[src/include/umls_cfg.svh]
// Purpose: offsets, field positions, reset values and counts for the modem control / line status block
// Assumes: word-indexed register port, 8-bit data
// Notes: definitions only
`ifndef UMLS_CFG_SVH
`define UMLS_CFG_SVH
// register addresses on the plain register port
`define UMLS_ADDR_W 3
`define UMLS_OFF_HOLD 3'h0
`define UMLS_OFF_MODEM 3'h4
`define UMLS_OFF_LSTAT 3'h5
`define UMLS_OFF_CFG 3'h2
`define UMLS_OFF_IST 3'h6
`define UMLS_OFF_IMK 3'h7
// modem control fields
`define UMLS_MC_DTR 0
`define UMLS_MC_RTS 1
`define UMLS_MC_AUTO 5
`define UMLS_MC_RST 8'h00
`define UMLS_MC_MASK 8'h23
// line status fields
`define UMLS_LS_ERR 7
`define UMLS_LS_TEMT 6
`define UMLS_LS_THRE 5
// config register fields
`define UMLS_CF_FIFO 0
`define UMLS_CF_TRIG_LO 4
`define UMLS_CF_TRIG_HI 7
`define UMLS_CF_RST 8'h80
// interrupt status fields
`define UMLS_IS_THRE 0
`define UMLS_IS_ERR 1
`define UMLS_IS_W 2
// transmit fifo depth and character time
`define UMLS_TXF_DEPTH 64
`define UMLS_CNT_W 7
`define UMLS_CHAR_NS 1000
`define UMLS_CLK_NS 10
`define UMLS_CHAR_CYC ((`UMLS_CHAR_NS + `UMLS_CLK_NS - 1) / `UMLS_CLK_NS)
`endif

[src/include/umls_pkg.sv]
// Purpose: types shared by the modem control / line status block
// Assumes: nothing beyond the cfg header
// Notes: flow modes and shifter states
package umls_pkg;
	typedef enum logic [1:0] {
		umls_flow_off,
		umls_flow_cts,
		umls_flow_rts_cts
	} umls_flow_t;
	typedef enum logic [1:0] {
		umls_sh_idle,
		umls_sh_busy
	} umls_shst_t;
endpackage : umls_pkg

[src/design/umls_sync.sv]
// Purpose: two-flop synchroniser for a pin level
// Assumes: single clock ref_clk
// Notes: first stage feeds only the second
`timescale 1ns/1ps
module umls_sync (
	input wire logic ref_clk,
	input wire logic rst,
	input wire logic pin_in,
	output logic pin_sync
);
	logic meta_q;
	// reset to 1 since the modem pins idle high
	always_ff @(posedge ref_clk) begin
		if (rst) begin
			meta_q <= 1'b1;
			pin_sync <= 1'b1;
		end else begin
			meta_q <= pin_in;
			pin_sync <= meta_q;
		end
	end
endmodule : umls_sync

[src/design/umls_txq.sv]
// Purpose: transmit holding store, a single register or a 64-entry fifo
// Assumes: push and pop never in the same cycle from an empty queue
// Notes: in single mode depth is one
`timescale 1ns/1ps
`include "umls_cfg.svh"
module umls_txq (
	input wire logic ref_clk,
	input wire logic rst,
	input wire logic fifo_mode,
	input wire logic push,
	input wire logic [7:0] push_data,
	input wire logic pop,
	output logic [7:0] pop_data,
	output logic empty,
	output logic full
);
	logic [7:0] mem [0:`UMLS_TXF_DEPTH-1];
	logic [5:0] wr_q;
	logic [5:0] rd_q;
	logic [`UMLS_CNT_W-1:0] cnt_q;
	wire logic do_push;
	wire logic do_pop;
	// single mode: one slot; a push onto a full slot overwrites
	assign empty = (cnt_q == 7'h00);
	assign full = fifo_mode ? (cnt_q == 7'h40) : (cnt_q == 7'h01);
	assign do_push = push && (!full || !fifo_mode);
	assign do_pop = pop && !empty;
	assign pop_data = mem[rd_q];
	always_ff @(posedge ref_clk) begin
		if (do_push) begin
			mem[wr_q] <= push_data;
		end
	end
	// pointers and count; pointers move only in fifo mode, single mode holds both where they stand
	always_ff @(posedge ref_clk) begin
		if (rst) begin
			wr_q <= 6'h00;
			rd_q <= 6'h00;
			cnt_q <= 7'h00;
		end else begin
			if (do_push && fifo_mode) begin
				wr_q <= wr_q + 6'h01;
			end
			if (do_pop && fifo_mode) begin
				rd_q <= rd_q + 6'h01;
			end
			if (!fifo_mode && do_push) begin
				cnt_q <= 7'h01;
			end else if (do_push && !do_pop) begin
				cnt_q <= cnt_q + 7'h01;
			end else if (do_pop && !do_push) begin
				cnt_q <= cnt_q - 7'h01;
			end
		end
	end
endmodule : umls_txq

[src/design/umls_top.sv]
// Purpose: modem control outputs, auto flow control and upper line status flags of a uart
// Assumes: receive path reports its error-present flag and fill level on same-clock ports
// Notes: the shift register is modelled by a character timer, not a serialiser
//
// Summary of operation
// RL1: rts force bit 0 drives rts_n high; 1 drives it low.
// RL2: dtr force bit 0 drives dtr_n high; 1 drives it low.
// RL3: auto flow enable and rts force both set: auto rts and auto cts.
// RL4: auto flow enable set, rts force clear: auto cts only, manual rts.
// RL5: auto flow enable clear: no automatic rts or cts.
// RL6: fifo data error flag set while any errored character sits in receive fifo; a line status read still clears it for one cycle.
// RL7: reading line status clears the fifo data error flag.
// RL8: non-fifo: transmitter empty when holding and shift register both empty.
// RL9: fifo mode: transmitter empty only when tx fifo and shifter empty.
// RL10: non-fifo: holding empty sets when character moves into shift register.
// RL11: non-fifo: holding empty clears with the cpu write to holding register.
// RL12: interrupt while holding empty and its enable are both set; code uses a sticky status bit, cleared only by a write to it.
// RL13: fifo mode: holding empty sets on empty fifo, clears on a write.
// RL14: auto flow control enabled by the auto flow enable bit.
// RL15: auto cts finishes current character, then holds while cts deasserted.
// RL16: auto rts drops rts at receive trigger level, restores below it.
//
// The strobed register port and the address map are this design's own decisions.
`timescale 1ns/1ps
`include "umls_cfg.svh"
module umls_top (
	input wire logic ref_clk,
	input wire logic rst,
	input wire logic [`UMLS_ADDR_W-1:0] reg_addr,
	input wire logic [7:0] reg_wdata,
	input wire logic reg_wr,
	input wire logic reg_rd,
	output logic [7:0] reg_rdata,
	input wire logic cts_n,
	input wire logic [6:0] rx_level,
	input wire logic rx_err_present,
	output logic rts_n,
	output logic dtr_n,
	output logic tx_start,
	output logic [7:0] tx_char,
	output logic irq
);
	logic [7:0] modem_ctrl_q;
	logic [7:0] cfg_q;
	logic [`UMLS_IS_W-1:0] ist_q;
	logic [`UMLS_IS_W-1:0] ist_d;
	logic [`UMLS_IS_W-1:0] imk_q;
	wire logic [`UMLS_IS_W-1:0] imk_d;
	logic err_q;
	logic thre_q;
	logic thre_d;
	logic rts_auto_q;
	logic [7:0] rdata_d;
	logic [15:0] char_cnt_q;
	umls_pkg::umls_shst_t sh_q;
	wire logic cts_n_s;
	wire logic [7:0] q_data;
	wire logic q_empty;
	wire logic fifo_mode;
	wire logic auto_flow_enable;
	wire logic rts_bit;
	wire logic dtr_bit;
	umls_pkg::umls_flow_t flow_mode;
	wire logic auto_cts;
	wire logic auto_rts;
	wire logic [3:0] rx_trig;
	wire logic wr_hold;
	wire logic wr_modem;
	wire logic wr_cfg;
	wire logic wr_ist;
	wire logic wr_imk;
	wire logic rd_status;
	wire logic sh_free;
	wire logic load_sh;
	wire logic temt;
	wire logic rts_drive;
	wire logic thre_rise;
	wire logic err_rise;

	// cts pin crosses into the clock domain first
	umls_sync u_cts_sync (
		.ref_clk(ref_clk),
		.rst(rst),
		.pin_in(cts_n),
		.pin_sync(cts_n_s)
	);

	// address decode
	assign wr_hold = reg_wr && (reg_addr == `UMLS_OFF_HOLD);
	assign wr_modem = reg_wr && (reg_addr == `UMLS_OFF_MODEM);
	assign wr_cfg = reg_wr && (reg_addr == `UMLS_OFF_CFG);
	assign wr_ist = reg_wr && (reg_addr == `UMLS_OFF_IST);
	assign wr_imk = reg_wr && (reg_addr == `UMLS_OFF_IMK);
	assign rd_status = reg_rd && (reg_addr == `UMLS_OFF_LSTAT);
	// mask as it will stand next cycle, so irq tracks status and mask without lag
	assign imk_d = wr_imk ? reg_wdata[`UMLS_IS_W-1:0] : imk_q;

	// configuration fields
	assign fifo_mode = cfg_q[`UMLS_CF_FIFO];
	assign rx_trig = cfg_q[`UMLS_CF_TRIG_HI:`UMLS_CF_TRIG_LO];
	assign auto_flow_enable = modem_ctrl_q[`UMLS_MC_AUTO]; // [RL14]
	assign rts_bit = modem_ctrl_q[`UMLS_MC_RTS];
	assign dtr_bit = modem_ctrl_q[`UMLS_MC_DTR];

	// flow mode table: auto flow enable selects, rts force picks auto rts
	always_comb begin
		case ({auto_flow_enable, rts_bit})
			2'b11: flow_mode = umls_pkg::umls_flow_rts_cts; // [RL3]
			2'b10: flow_mode = umls_pkg::umls_flow_cts; // [RL4]
			default: flow_mode = umls_pkg::umls_flow_off; // [RL5]
		endcase
	end
	assign auto_cts = (flow_mode != umls_pkg::umls_flow_off); // [RL3] [RL4]
	assign auto_rts = (flow_mode == umls_pkg::umls_flow_rts_cts); // [RL3]

	// rts pin: manual follows the force bit, auto also gated by rx level
	assign rts_drive = rts_bit && (!auto_rts || rts_auto_q); // [RL1] [RL16]

	// holding store
	umls_txq u_txq (
		.ref_clk(ref_clk),
		.rst(rst),
		.fifo_mode(fifo_mode),
		.push(wr_hold),
		.push_data(reg_wdata),
		.pop(load_sh),
		.pop_data(q_data),
		.empty(q_empty),
		.full()
	);

	// a new character only starts between characters, so cts never cuts one short
	assign sh_free = (sh_q == umls_pkg::umls_sh_idle);
	assign load_sh = sh_free && !q_empty && !(auto_cts && cts_n_s); // [RL15]
	assign temt = q_empty && sh_free; // [RL8] [RL9]

	// holding empty: set on transfer or empty fifo, cleared by the loading write
	always_comb begin
		thre_d = thre_q;
		if (fifo_mode) begin
			if (wr_hold) begin
				thre_d = 1'b0; // [RL13]
			end else if (q_empty) begin
				thre_d = 1'b1; // [RL13]
			end else if (load_sh) begin
				thre_d = 1'b0;
			end
		end else begin
			if (wr_hold) begin
				thre_d = 1'b0; // [RL11]
			end else if (load_sh) begin
				thre_d = 1'b1; // [RL10]
			end
		end
	end

	// edges that feed sticky interrupt status
	assign thre_rise = thre_d && !thre_q;
	assign err_rise = rx_err_present && !err_q;

	// sticky status: a set in the clearing cycle wins
	always_comb begin
		ist_d = ist_q;
		if (wr_ist) begin
			ist_d = ist_q & ~reg_wdata[`UMLS_IS_W-1:0];
		end
		if (thre_rise) begin
			ist_d[`UMLS_IS_THRE] = 1'b1; // [RL12]
		end
		if (err_rise) begin
			ist_d[`UMLS_IS_ERR] = 1'b1;
		end
	end

	// read mux; unmapped addresses read zero
	always_comb begin
		rdata_d = 8'h00;
		case (reg_addr)
			`UMLS_OFF_MODEM: rdata_d = modem_ctrl_q & `UMLS_MC_MASK;
			`UMLS_OFF_LSTAT: begin
				rdata_d[`UMLS_LS_ERR] = err_q;
				rdata_d[`UMLS_LS_TEMT] = temt;
				rdata_d[`UMLS_LS_THRE] = thre_q;
			end
			`UMLS_OFF_CFG: rdata_d = cfg_q;
			`UMLS_OFF_IST: rdata_d = {6'h00, ist_q};
			`UMLS_OFF_IMK: rdata_d = {6'h00, imk_q};
			default: rdata_d = 8'h00;
		endcase
	end

	// software registers
	always_ff @(posedge ref_clk) begin
		if (rst) begin
			modem_ctrl_q <= `UMLS_MC_RST;
			cfg_q <= `UMLS_CF_RST;
			imk_q <= 2'h0;
			ist_q <= 2'h0;
		end else begin
			if (wr_modem) begin
				modem_ctrl_q <= reg_wdata & `UMLS_MC_MASK;
			end
			if (wr_cfg) begin
				cfg_q <= reg_wdata;
			end
			if (wr_imk) begin
				imk_q <= reg_wdata[`UMLS_IS_W-1:0];
			end
			ist_q <= ist_d;
		end
	end

	// fifo data error: the clearing read wins while the flag is set; an error still present sets it again next cycle
	always_ff @(posedge ref_clk) begin
		if (rst) begin
			err_q <= 1'b0;
		end else if (rx_err_present && !err_q) begin
			err_q <= 1'b1; // [RL6]
		end else if (rd_status) begin
			err_q <= 1'b0; // [RL7]
		end
	end

	// holding empty and auto rts single-threshold compare against the receive trigger level
	always_ff @(posedge ref_clk) begin
		if (rst) begin
			thre_q <= 1'b1;
			rts_auto_q <= 1'b1;
		end else begin
			thre_q <= thre_d;
			if (rx_level >= {3'h0, rx_trig}) begin
				rts_auto_q <= 1'b0; // [RL16]
			end else begin
				rts_auto_q <= 1'b1; // [RL16]
			end
		end
	end

	// character timer stands in for the shift register
	always_ff @(posedge ref_clk) begin
		if (rst) begin
			sh_q <= umls_pkg::umls_sh_idle;
			char_cnt_q <= 16'h0000;
		end else begin
			case (sh_q)
				umls_pkg::umls_sh_idle: begin
					if (load_sh) begin
						sh_q <= umls_pkg::umls_sh_busy;
						char_cnt_q <= 16'((`UMLS_CHAR_CYC) - 1);
					end
				end
				umls_pkg::umls_sh_busy: begin
					if (char_cnt_q == 16'h0000) begin
						sh_q <= umls_pkg::umls_sh_idle;
					end else begin
						char_cnt_q <= char_cnt_q - 16'h0001;
					end
				end
				default: sh_q <= umls_pkg::umls_sh_idle;
			endcase
		end
	end

	// registered outputs
	always_ff @(posedge ref_clk) begin
		if (rst) begin
			rts_n <= 1'b1;
			dtr_n <= 1'b1;
			tx_start <= 1'b0;
			tx_char <= 8'h00;
			irq <= 1'b0;
			reg_rdata <= 8'h00;
		end else begin
			rts_n <= !rts_drive; // [RL1]
			dtr_n <= !dtr_bit; // [RL2]
			tx_start <= load_sh;
			if (load_sh) begin
				tx_char <= q_data;
			end
			irq <= |(ist_d & imk_d); // [RL12]
			reg_rdata <= reg_rd ? rdata_d : 8'h00;
		end
	end

	// assertions
	property p_rts_manual;
		@(posedge ref_clk) disable iff (rst)
		!auto_rts |=> (rts_n == !$past(rts_bit));
	endproperty
	a_rts_manual: assert property (p_rts_manual) else $error("rts_n does not follow force bit"); // [RL1]

	property p_dtr;
		@(posedge ref_clk) disable iff (rst)
		1'b1 |=> (dtr_n == !$past(dtr_bit));
	endproperty
	a_dtr: assert property (p_dtr) else $error("dtr_n does not follow force bit"); // [RL2]

	property p_auto_both;
		@(posedge ref_clk) disable iff (rst)
		(auto_flow_enable && rts_bit) |-> (auto_rts && auto_cts);
	endproperty
	a_auto_both: assert property (p_auto_both) else $error("auto rts and cts not both on"); // [RL3]

	property p_auto_cts_only;
		@(posedge ref_clk) disable iff (rst)
		(auto_flow_enable && !rts_bit) |-> (auto_cts && !auto_rts);
	endproperty
	a_auto_cts_only: assert property (p_auto_cts_only) else $error("auto cts only mode wrong"); // [RL4]

	property p_auto_off;
		@(posedge ref_clk) disable iff (rst)
		!auto_flow_enable |-> (!auto_cts && !auto_rts && (load_sh == (sh_free && !q_empty)));
	endproperty
	a_auto_off: assert property (p_auto_off) else $error("auto flow active with enable clear"); // [RL5]

	property p_err_set;
		@(posedge ref_clk) disable iff (rst)
		(rx_err_present && !err_q) |=> err_q;
	endproperty
	a_err_set: assert property (p_err_set) else $error("data error flag missed"); // [RL6]

	property p_err_clear;
		@(posedge ref_clk) disable iff (rst)
		(rd_status && err_q && !rx_err_present) |=> !err_q;
	endproperty
	a_err_clear: assert property (p_err_clear) else $error("data error flag not cleared by read"); // [RL7]

	property p_thre_clear;
		@(posedge ref_clk) disable iff (rst)
		wr_hold |=> !thre_q;
	endproperty
	a_thre_clear: assert property (p_thre_clear) else $error("holding empty not cleared by write"); // [RL11]

	property p_thre_set;
		@(posedge ref_clk) disable iff (rst)
		(!fifo_mode && load_sh && !wr_hold) |=> thre_q;
	endproperty
	a_thre_set: assert property (p_thre_set) else $error("holding empty not set on transfer"); // [RL10]

	property p_cts_hold;
		@(posedge ref_clk) disable iff (rst)
		(auto_cts && cts_n_s) |-> !load_sh;
	endproperty
	a_cts_hold: assert property (p_cts_hold) else $error("character started while cts deasserted"); // [RL15]

	property p_irq;
		@(posedge ref_clk) disable iff (rst)
		(ist_q[`UMLS_IS_THRE] && imk_q[`UMLS_IS_THRE]) |-> irq;
	endproperty
	a_irq: assert property (p_irq) else $error("interrupt missing for holding empty"); // [RL12]
endmodule : umls_top

[config.mk]
export PLATFORM = sky130hd
export DESIGN_NAME = umls_top
export DESIGN_NICKNAME = d
export VERILOG_FILES = /design/src/include/umls_pkg.sv /design/src/design/umls_sync.sv /design/src/design/umls_txq.sv /design/src/design/umls_top.sv
export VERILOG_INCLUDE_DIRS = /design/src /design/src/include
export SDC_FILE = /design/constraint.sdc
export NUM_CORES = 1
export LEC_CHECK = 0
export BUFFER_PORTS_ARGS = -buffer_cell sky130_fd_sc_hd__buf_2
export CORE_ASPECT_RATIO = 0.9
export CORE_MARGIN = 2
export CORE_UTILIZATION = 25
export DETAILED_ROUTE_END_ITERATION = 6
export PLACE_DENSITY = 0.41
export SLEW_MARGIN = 20
export SYNTH_ARGS = -nofsm -noshare
export SYNTH_HDL_FRONTEND = slang
export SYNTH_SLANG_ARGS = --single-unit
[constraint.sdc]
create_clock -name ref_clk -period 3.1 [get_ports ref_clk]
set_input_delay 0 -clock ref_clk [delete_from_list [all_inputs] [get_ports ref_clk]]
set_output_delay 0 -clock ref_clk [all_outputs]
set_load 0.01 [all_outputs]
# ---- After elaboration in Yosys (flattened, before gate mapping)
# Memory sizes are Yosys's and may differ from the RTL's. A register that Yosys moved wholly into a read port is not among the register bits.
# Cells that the tools add are included.
dict set report word_totals {
  ff_bits 69
  ram_bits 512
  out_inout_bits 20
  wordCells 120
  n_memories 1
}
dict set report op_classes {
  add_sub_neg 5
  order_cmp 1
  n_eq_ne 14
  mux 28
  bitwise_logic 4
  n_reduce_logical 47
}
# name words width read_ports rd_clocked_by_memory_dff wr line_no
set mem_list {}
lappend mem_list {u_txq.mem 64 8 1 1 1 umls_txq.sv:17} ;# logic [7:0] mem [0:`UMLS_TXF_DEPTH-1];
# operator count
set op_table {}
lappend op_table {{16-bit two-way mux} 2}
lappend op_table {{16-bit case mux with 2 select lines} 1}
lappend op_table {{1-bit logical AND} 20}
lappend op_table {{5-bit case mux with 4 select lines} 1}
lappend op_table {{16-bit zero test} 1}
lappend op_table {{16-bit by 1-bit subtractor with 16-bit output, second input constant} 1}
lappend op_table {{1-bit two-way mux} 15}
lappend op_table {{7-bit two-way mux} 2}
lappend op_table {{6-bit by 1-bit adder with 6-bit output, second input constant} 2}
lappend op_table {{3-bit == test, second input constant} 4}
lappend op_table {{1-bit zero test} 11}
lappend op_table {{3-bit case mux with 3 select lines} 1}
lappend op_table {{2-bit two-way mux} 4}
lappend op_table {{2-bit case mux with 2 select lines} 2}
lappend op_table {{2-bit nonzero test} 4}
lappend op_table {{7-bit by 1-bit adder with 7-bit output, second input constant} 1}
lappend op_table {{7-bit by 1-bit == test with 1-bit output, second input constant} 1}
lappend op_table {{7-bit == test, second input constant} 1}
lappend op_table {{7-bit by 4-bit greater-or-equal comparator with 1-bit output} 1}
lappend op_table {{7-bit zero test} 1}
lappend op_table {{7-bit by 1-bit subtractor with 7-bit output, second input constant} 1}
lappend op_table {{2-bit == test, second input constant} 3}
lappend op_table {{2-bit OR reduction} 3}
lappend op_table {{2-bit bitwise AND} 2}
lappend op_table {{other kinds (12)} 14}

# ---- Longest topological paths before layout
# Gate-level depths: netlist of the first run.
dict set report logic_depth {
  word_depth 14
  mapped_depth 11
}

# ---- Cells and area by module
# A second synthesis of the first run with hierarchy kept.
dict set report unflattened {
  hier_cells 1328
  hier_area_um2 23527.6
}
# module instances cells_each area_per_inst_um2
set by_module_without_submodules {}
lappend by_module_without_submodules {umls_txq 1 1046 21070.2}
lappend by_module_without_submodules {umls_top 1 278 2404.8}
lappend by_module_without_submodules {umls_sync 1 4 52.6}

# ---- Worst setup path before layout of the first run
# No wires, ideal clock.
dict set report synth_timing {
  path_kind {reg2reg}
  startpoint {register u_txq.cnt_q[0]}
  endpoint {register u_txq.cnt_q[5]}
  setup_time_ns 0.128
  arrival_ns 2.583
  t_required_ns 2.972
  slack_ns 0.388
  stages_incl_launch_ff 12
  path_buffers 1
  path_cell_list {dfxtp_1 > inv_1 > ha_1 > a31oi_1 > inv_2 > ha_1 > clkbuf_1 > or4_1 > a21oi_1 > o21ai_0 > xor2_1 > nor2_1}
}
dict set report synth_via {
  elab_chain_cells 8
}
# item line_no
set synth_lines {}
lappend synth_lines {{from (decl)} umls_txq.sv:20} ;# logic [`UMLS_CNT_W-1:0] cnt_q;
lappend synth_lines {{from (signal assigned)} umls_txq.sv:50} ;# cnt_q <= cnt_q + 7'h01;
lappend synth_lines {{from (signal assigned)} umls_txq.sv:52} ;# cnt_q <= cnt_q - 7'h01;
lappend synth_lines {{branches (longest 8 deep; another with 7-bit by 1-bit subtractor with 7-bit output)} n/a}
# Parallel ways; which one is timed is not known. The select of a mux whose other input is x is not followed.
# A chain may end at the register's enable or synchronous reset.

# ---- Worst setup path after layout of the first run
dict set report layout_timing {
  startpoint {register cfg_q[7]}
  endpoint {register rts_auto_q}
}
dict set report layout_via {
  elab_chain_cells 2
}
# item line_no
set layout_lines {}
lappend layout_lines {{from (decl)} umls_top.sv:44} ;# logic [7:0] cfg_q;
lappend layout_lines {{from (signal assigned)} umls_top.sv:196} ;# cfg_q <= `UMLS_CF_RST;
lappend layout_lines {{from (signal assigned)} umls_top.sv:204} ;# cfg_q <= reg_wdata;
lappend layout_lines {{7-bit by 4-bit greater-or-equal comparator with 1-bit output} umls_top.sv:231} ;# if (rx_level >= {3'h0, rx_trig}) begin
lappend layout_lines {{1-bit two-way mux} umls_top.sv:231}
lappend layout_lines {{to (signal assigned)} umls_top.sv:228} ;# rts_auto_q <= 1'b1;
lappend layout_lines {{to (signal assigned)} umls_top.sv:232} ;# rts_auto_q <= 1'b0;
lappend layout_lines {{to (signal assigned)} umls_top.sv:234} ;# rts_auto_q <= 1'b1;
lappend layout_lines {{to (decl)} umls_top.sv:52} ;# logic rts_auto_q;
# No other way between the ends.

==> results_tabular.tex, run 1 <==
\begin{tabular}{lr}
\hline
Metric & Value \\
\hline
\multicolumn{2}{l}{\textbf{Setup path}} \\
Crit path capture type & register \\
CP Launch Type & register \\
Setup Crit Path Kind & reg -> reg \\
Critical path data required time & between 3000 and 4000 ps \\
Critical Path Fanout Max & 2 \\
Data arrival time at the worst-slack endpoint & $\sim$3300 ps \\
Category of cells accounting for the largest share of critical-path delay & buffers and inverters \\
WP buf/inv & 4 \\
Library cell appearing most often on the critical path & sky130\_fd\_sc\_hd\_\_dlygate4sd3\_1 \\
Master of the slowest instance on the critical path & sky130\_fd\_sc\_hd\_\_dlygate4sd3\_1 \\
Crit path largest cell delay & about 590 ps \\
Ordered list of cells on the worst path & inv\_1, ha\_1, nor4\_1, dlygate4sd3\_1, nand2\_1, dlygate4sd3\_1, nand2\_1, dlygate4sd3\_1 \\
\multicolumn{2}{l}{\textbf{Routing}} \\
Total Wirelength & 63.1 mm \\
Number of design rule violations left after detail routing & 0 \\
Detailed-route wire length per cell & approximately 22 um \\
First drt pass iteration count & 5 \\
Total number of vias & 12700 \\
Detailed-route vias per instance & between 4 and 5 \\
First DRT Iteration DRCs & just under 900 \\
Number of nets still failing antenna checks after routing & 0 \\
\multicolumn{2}{l}{\textbf{Placed design}} \\
Number of buffers inserted by port buffering & 43 \\
Post-Place Worst Slack & roughly 480 ps \\
Instance count after placement with tap cells included & around 2700 \\
Last weighted congestion value of the routability-driven placer & a little under 0.8 \\
Total half-perimeter wirelength after legalization and detailed placement & about 41 mm \\
Standard cell area after detailed placement & $\sim$26000 sq um \\
\multicolumn{2}{l}{\textbf{Timing}} \\
Worst clock skew & 21.9 ps \\
Worst slew margin & between 30\% and 40\% \\
Unrepaired setup endpoints after global routing & false \\
Highest clock rate & roughly 360 MHz \\
Hold Fails Final Rpt & 0 \\
Count of endpoints failing setup in the final report & 0 \\
Final critical delay including setup and external delays & about 2700 ps \\
Worst-case setup margin in the final layout & 351 ps \\
Tcrit/Tclk final & approximately nine tenths \\
Pin slew with the least headroom to its limit & about 970 ps \\
Total negative slack for setup checks & 0 ps \\
Max-slew violation count & 0 \\
\multicolumn{2}{l}{\textbf{Logic synthesis}} \\
Fraction of post-synthesis cell area in the top cell type by area & between 60\% and 70\% \\
Cell taking the most area after synthesis & sky130\_fd\_sc\_hd\_\_edfxtp\_1 \\
Net count after synthesis & about 1400 \\
Count of mapped cells out of synthesis & approximately 1400 \\
Number of synthesized flops with an enable pin & 512 \\
Async SR Flop Fraction & 0\% \\
Post-Syn Area & about 23000 sq um \\
Mapped Avg Cell Area & 17.2 sq um \\
Number of distinct standard cells referenced by the synthesized netlist & 64 \\
Leading post-synthesis cells by cell area & sky130\_fd\_sc\_hd\_\_edfxtp\_1, sky130\_fd\_sc\_hd\_\_mux4\_2, sky130\_fd\_sc\_hd\_\_dfxtp\_1 \\
Ys flop type & sky130\_fd\_sc\_hd\_\_edfxtp\_1 \\
Sequential fraction of the synthesis area & between 70\% and 80\% \\
Count of state elements after synthesis & around 590 \\
Synth Warn \# & 0 \\
\multicolumn{2}{l}{\textbf{Global route}} \\
Vias in the first global route & roughly 13000 \\
Remaining global-route overflow & 0 \\
First-pass GRT wire length & 92.3 mm \\
Total routing resource utilization after global routing & a little over an eighth \\
Pin count of the biggest net entering global routing & just under 50 \\
Initial antenna violation count & 3 \\
\multicolumn{2}{l}{\textbf{Clock tree}} \\
Number of resized instances in the post-cts repair step & 0 \\
H-tree levels & 3 \\
Clock latency of the later-clocked register in the worst-skew pair & about 600 ps \\
CTS clock-pin slew for the worst setup and hold paths & roughly 60 ps \\
Count of clock tree sinks & around 600 \\
Cts bufs inserted & 66 \\
Clock root buffer & sky130\_fd\_sc\_hd\_\_clkbuf\_16 \\
Clock tree from TritonCTS & built \\
Longest Clk Path Bufs & 3 \\
\multicolumn{2}{l}{\textbf{Run status}} \\
Status & completed \\
\multicolumn{2}{l}{\textbf{Floorplanning}} \\
Chip Height & slightly below 300 um \\
Core footprint & 92600 sq um \\
Die Span X & 326 um \\
Total Die Area & about 96000 sq um \\
Site Rows & 106 \\
Starting Density & between 20 and 30\% \\
Number of top-level pins & 44 \\
\multicolumn{2}{l}{\textbf{Final layout}} \\
P\&R area growth vs syn & 20.4\% \\
Number of fill cells & between 9000 and 10000 \\
Number of diodes added for antenna fixing & 0 \\
Number of nets in the layout & $\sim$1600 \\
Fraction of final layout cells with drive strength greater than 1 & 23.9\% \\
Design area & roughly 28000 sq um \\
Layout Cells excl Fill & approximately 2800 \\
Post-route core utilization & 30.3\% \\
\multicolumn{2}{l}{\textbf{Min path}} \\
Hold Path Class & in -> reg \\
\multicolumn{2}{l}{\textbf{Pwr}} \\
Lkg Pwr & between 0.008 and 0.009 uW \\
Maximum resistive drop on vdd & about 0.40 mV \\
Total power density per cell area & around 650 nW/um\^{}2 \\
\multicolumn{2}{l}{\textbf{Run}} \\
Maxcap violations & 0 \\
\hline
\end{tabular}
## state kept, by name (all words and copies together), names as in the netlist, 2 cells and up
signal,cells
imk_q,2
cfg_q,8
u_txq.rd_q,6
u_txq.cnt_q,7
u_txq.mem,512
ist_q,2
u_txq.wr_q,6
tx_char,8
char_cnt_q,16
reg_rdata,8
modem_ctrl_q,3
## cell families (layout without fill, tap and decap cells)
family	Yosys count	after routing	synth area share (%)
xor gates and xnor gates	28	28	1.05
buffers and inverters	92	326	1.79
adders and majority gates	11	11	0.591
AOI/OAI and AO/OA	156	156	4.55
muxes	200	200	13.6
and+or+nand+nor	280	280	5.80
DFF	588	588	72.6
## synthesized netlist by cell type (all sizes together) (2+ instances only)
library cell,n
mux4,93
buf,36
o2111ai,2
nor2b,9
edfxtp,512
nor3b,3
a22oi,8
or2,3
mux2i,102
a21oi,39
or3b,2
o22ai,18
and3,4
nor2,125
nand2,51
nand3,30
or4,2
a22o,2
or3,6
o211ai,6
o32ai,3
nand3b,6
nand2b,4
xor2,15
o221ai,14
ha,11
mux2,5
nand4,8
nor3,12
a32oi,4
a41oi,2
xnor2,13
dfxtp,76
a211oi,17
o21ai,32
and2,6
a21o,2
inv,17
nor4,4
clkbuf,39
## per-stage QoR
stage | total power [uW] | hold slack, ps
final | 18300 | 52.0
after global routing | 19000 | 85.8
after CTS | 18500 | 60.5
after detailed placement | 11000 | 201
after global placement | 11000 | 187
after floorplan | 10300 | 98.9
## per-layer routing
layer  wire length, um  up-vias  global-route usage (%)
met3              2900       77                    2.71
met2             28200      259                    20.2
li1                  -     5714                       -
met4              1290        0                    3.53
met5                 0        -                       0
met1             30700     6629                    19.1
## path summary, 6_finish.rpt
path	startpoint	end	slack, ps	cells past startpoint
worst max-delay path	cfg_q[7]	rts_auto_q	350	8
worst max register to register	cfg_q[7]	rts_auto_q	350	8
worst min register to register	modem_ctrl_q[0]	dtr_n	430	1
worst min-delay path	reg_wdata[4]	cfg_q[4]	50	3
## layout make-up
cell class	count	area, sq um	area share [%]
sequential	588	16900	60.3
inverter	17	63.8	0.228
clock inverter	30	225	0.804
multi-input combinational	675	5970	21.3
timing repair buffer	194	1500	5.35
clock buffer	85	1800	6.41
tap	1242	1550	5.55
## power by group
group / switching [uW] / leakage [uW] / internal, uW
combinational: 1140 / 0.00256 / 714
clock: 3090 / 0.000997 / 4330
sequential: 237 / 0.00522 / 8770
## what timing repair did
action	4_1_cts	5_1_grt
setup buffers	0	0
hold buffers	23	1
hold endpoints to repair	118	10
## worst min-delay path: cells and delay by family
kind                   cells  cell delay (ps)
AO/OA/AOI/OAI              1               60
buffers and inverters      1              370
AND/OR/NAND/NOR            1              160
## layout by cell type (no fill, tap or decap), drive strengths merged, types with 9 or more instances in the layout
cell type,Yosys,final
nor3,12,12
a21oi,39,39
ha,11,11
xnor2,13,13
clkinv,0,25
dlygate4sd3,0,24
nor2,125,125
edfxtp,512,512
mux4,93,93
clkbuf,39,85
o21ai,32,32
dfxtp,76,76
xor2,15,15
o22ai,18,18
nand3,30,30
buf,36,170
a211oi,17,17
nand2,51,51
nor2b,9,9
inv,17,19
o221ai,14,14
mux2i,102,102
Power figures use the tool's default switching activity.
==> inputs of run 2 (changes only) <==
--- a/config.mk
+++ b/config.mk
@@ -16,3 +16,4 @@
 export SYNTH_ARGS = -nofsm -noshare
 export SYNTH_HDL_FRONTEND = slang
+export SYNTH_HIERARCHICAL = 1
 export SYNTH_SLANG_ARGS = --single-unit
==> constraint.sdc (replaced) <==
create_clock -name ref_clk -period 3.1 [get_ports ref_clk]
set_input_delay 0.155 -clock ref_clk [delete_from_list [all_inputs] [get_ports ref_clk]]
set_output_delay 0.155 -clock ref_clk [all_outputs]
set_load 0.01 [all_outputs]
==> results_tabular.tex, run 2 <==
\begin{tabular}{lr}
\hline
Metric & Value \\
\hline
\multicolumn{2}{l}{\textbf{Run status}} \\
Status & completed \\
\multicolumn{2}{l}{\textbf{Global route}} \\
Initial antenna violation count & 4 (+1) \\
Vias in the first global route & 13000 (-0.30\%) \\
Pin count of the biggest net entering global routing & 61 (+24\%) \\
Remaining global-route overflow & 0 (unchanged) \\
Total routing resource utilization after global routing & 12.9\% (-0.29 points) \\
First-pass GRT wire length & 90.7 mm (-1.7\%) \\
\multicolumn{2}{l}{\textbf{Pwr}} \\
Lkg Pwr & 0.00887 uW (+1.0\%) \\
Total power density per cell area & 653 nW/um\^{}2 (+0.11\%) \\
Maximum resistive drop on vdd & 0.353 mV (-12\%) \\
\multicolumn{2}{l}{\textbf{Floorplanning}} \\
Core footprint & 93000 sq um (+0.43\%) \\
Total Die Area & 96500 sq um (+0.96\%) \\
Site Rows & 106 (unchanged) \\
Starting Density & 25.3\% (+0.13 points) \\
Number of top-level pins & 44 (unchanged) \\
Die Span X & 327 um (+0.48\%) \\
Chip Height & 295 um (+0.48\%) \\
\multicolumn{2}{l}{\textbf{Final layout}} \\
Number of nets in the layout & 1538 (-2.5\%) \\
Number of diodes added for antenna fixing & 0 (unchanged) \\
Biggest regs & u\_txq/mem (512), char\_cnt\_q (16) \\
Post-route core utilization & 30.3\% (about the same) \\
Layout Cells excl Fill & 2790 (-1.4\%) \\
Commonest non-fill, non-tap cell in the layout & sky130\_fd\_sc\_hd\_\_edfxtp\_1 \\
P\&R area growth vs syn & 19.7\% \\
Fraction of final layout cells with drive strength greater than 1 & 25.9\% (+2.1 points) \\
Number of flip-flops under the largest register name & 512 (unchanged) \\
Commonest non-fill, non-tap cells in the layout & sky130\_fd\_sc\_hd\_\_edfxtp\_1, sky130\_fd\_sc\_hd\_\_mux4\_2, sky130\_fd\_sc\_hd\_\_nor2\_1, sky130\_fd\_sc\_hd\_\_buf\_4, sky130\_fd\_sc\_hd\_\_dfxtp\_1 \\
Largest register by flop count & u\_txq/mem \\
\multicolumn{2}{l}{\textbf{Clock tree}} \\
H-tree levels & 3 (unchanged) \\
Cts bufs inserted & 66 (unchanged) \\
Longest Clk Path Bufs & 3 (unchanged) \\
Clock tree from TritonCTS & built \\
CTS clock-pin slew for the worst setup and hold paths & 60 ps (about the same) \\
Clock root buffer & sky130\_fd\_sc\_hd\_\_clkbuf\_16 \\
Count of clock tree sinks & 594 (+1.0\%) \\
Setup Fix Bufs, Post-CTS & 0 (unchanged) \\
Clock latency of the later-clocked register in the worst-skew pair & 600 ps (about the same) \\
\multicolumn{2}{l}{\textbf{Timing}} \\
Highest clock rate & 350 MHz (-3.8\%) \\
Worst slew margin & 44.1\% (+8.4 points) \\
Pin slew with the least headroom to its limit & 818 ps (-148 ps) \\
Worst clock skew & 19.2 ps (-2.72 ps) \\
Max-slew violation count & 0 (unchanged) \\
Count of endpoints failing setup in the final report & 0 (unchanged) \\
Hold Fails Final Rpt & 0 (unchanged) \\
Final worst hold slack & 45.0 ps (-6.94 ps) \\
Final critical delay including setup and external delays & 2860 ps (+110 ps) \\
Tcrit/Tclk final & 92.2\% (+3.5 points) \\
\multicolumn{2}{l}{\textbf{Routing}} \\
Detailed-route wire length per cell & 22.3 um (about the same) \\
Number of nets still failing antenna checks after routing & 0 (unchanged) \\
First DRT Iteration DRCs & 1020 (+18\%) \\
Detailed-route vias per instance & 4.54 (+1.3\%) \\
Total Wirelength & 62.1 mm (-1.5\%) \\
First drt pass iteration count & 5 (unchanged) \\
Total number of vias & 12700 (-0.15\%) \\
Number of design rule violations left after detail routing & 0 (unchanged) \\
\multicolumn{2}{l}{\textbf{Logic synthesis}} \\
Post-Syn Area & 23500 sq um (+0.97\%) \\
Net count after synthesis & 1363 (-1.9\%) \\
Synth Warn \# & 6 (+6) \\
Count of mapped cells out of synthesis & 1325 (-2.2\%) \\
Mapped Avg Cell Area & 17.7 sq um (+3.3\%) \\
\multicolumn{2}{l}{\textbf{Placed design}} \\
Instance count after placement with tap cells included & 2668 (-0.89\%) \\
Last weighted congestion value of the routability-driven placer & 0.764 (-1.4\%) \\
Total half-perimeter wirelength after legalization and detailed placement & 40.1 mm (-2.0\%) \\
Number of buffers inserted by port buffering & 43 (unchanged) \\
\multicolumn{2}{l}{\textbf{Setup path}} \\
Master of the slowest instance on the critical path & sky130\_fd\_sc\_hd\_\_or4b\_2 \\
Setup Crit Path Kind & reg -> reg \\
Critical path destination & u\_txq/cnt\_q[6] \\
Critical Path Fanout Max & 3 (+1) \\
Depth of the most critical reg-to-reg path & 14 (+6) \\
CP Launch Type & register \\
Worst flop-to-flop path startpoint & u\_txq/cnt\_q[0] \\
Data arrival time at the worst-slack endpoint & 3340 ps (+60 ps) \\
CP Launch Point & u\_txq/cnt\_q[0] \\
Crit path capture type & register \\
Setup slack, reg-to-reg & 240 ps (-110 ps) \\
Worst r2r dst & u\_txq/cnt\_q[6] \\
Ordered list of cells on the worst path & inv\_1, ha\_1, inv\_1, or3\_1, inv\_1, a211o\_1, inv\_1, nand2\_1, ha\_1, or4b\_2, a21oi\_1, o21ai\_0, xor2\_1, nor2\_1 \\
Library cell appearing most often on the critical path & sky130\_fd\_sc\_hd\_\_inv\_1 \\
Crit path largest cell delay & 600 ps (about the same) \\
Critical path data required time & 3580 ps (-50 ps) \\
\multicolumn{2}{l}{\textbf{Min path}} \\
Hold Path Class & in -> reg \\
Instance count along the most critical hold path & 3 (unchanged) \\
\multicolumn{2}{l}{\textbf{Run}} \\
Maxcap violations & 0 (unchanged) \\
\hline
\end{tabular}
==> run 2: final cells by class <==
class / instances / area (sq um)
clock buffers: 90 / 1850
clock inverters: 26 / 254
fillers: 9111 / 64800
inverters: 15 / 56.3
multi-input cells: 646 / 6030
flip-flops and latches: 594 / 17000
well taps: 1242 / 1550
repair buffers: 177 / 1380
==> run 2: layer usage <==
| layer | track usage, % | vias to the layer above | routed length (um) |
|---|---|---|---|
| li1 | - | 5668 | - |
| met1 | 18.4 | 6623 | 29500 |
| met2 | 20.4 | 272 | 28600 |
| met3 | 2.12 | 97 | 2720 |
| met4 | 3.70 | 0 | 1350 |
| met5 | 0 | - | 0 |
==> run 2: how the worst min path moves through the flow <==
stage            startpoint                end  slack [ps]
3_3_place_gp          cts_n  u_cts_sync/meta_q         350
5_1_grt        reg_wdata[1]    u_txq/mem[0][1]          30
4_1_cts        reg_wdata[1]           cfg_q[1]           8
3_5_place_dp          cts_n  u_cts_sync/meta_q         340
2_1_floorplan           rst     u_txq/cnt_q[0]         220
6_report       reg_wdata[1]           cfg_q[1]          50
==> run 2: critical path, delay by kind of cell, from the launching register on <==
family          cells  cell delay (ps)
simple gates        4              860
compound gates      3              650
fa+ha+maj           2              450
flops               1              320
buf+inv             4              300
xor+xnor            1              160
==> run 2: where the power goes <==
group / switching (uW) / internal [uW]
Sequential: 191 / 8830
Combinational: 1050 / 620
Clock: 3110 / 4580
==> run 2: what timing repair did <==
| item | in CTS | in global routing |
|---|---|---|
| hold endpoints to repair | 29 | 0 |
| resized for setup | 0 | 1 |
| hold buffers | 6 | 0 |
| endpoints found under the setup margin | 0 | 1 |
==> run 2: metrics by stage <==
step	setup TNS [ps]	worst slack, ps	total power (uW)	instance area [sq um]
6_report	0	241	18400	28100
5_1_grt	-3.07	-3.07	19100	28100
4_1_cts	0	248	18600	28100
3_5_place_dp	0	276	10900	26000
3_3_place_gp	0	244	10800	26000
2_1_floorplan	0	41.3	10100	23500
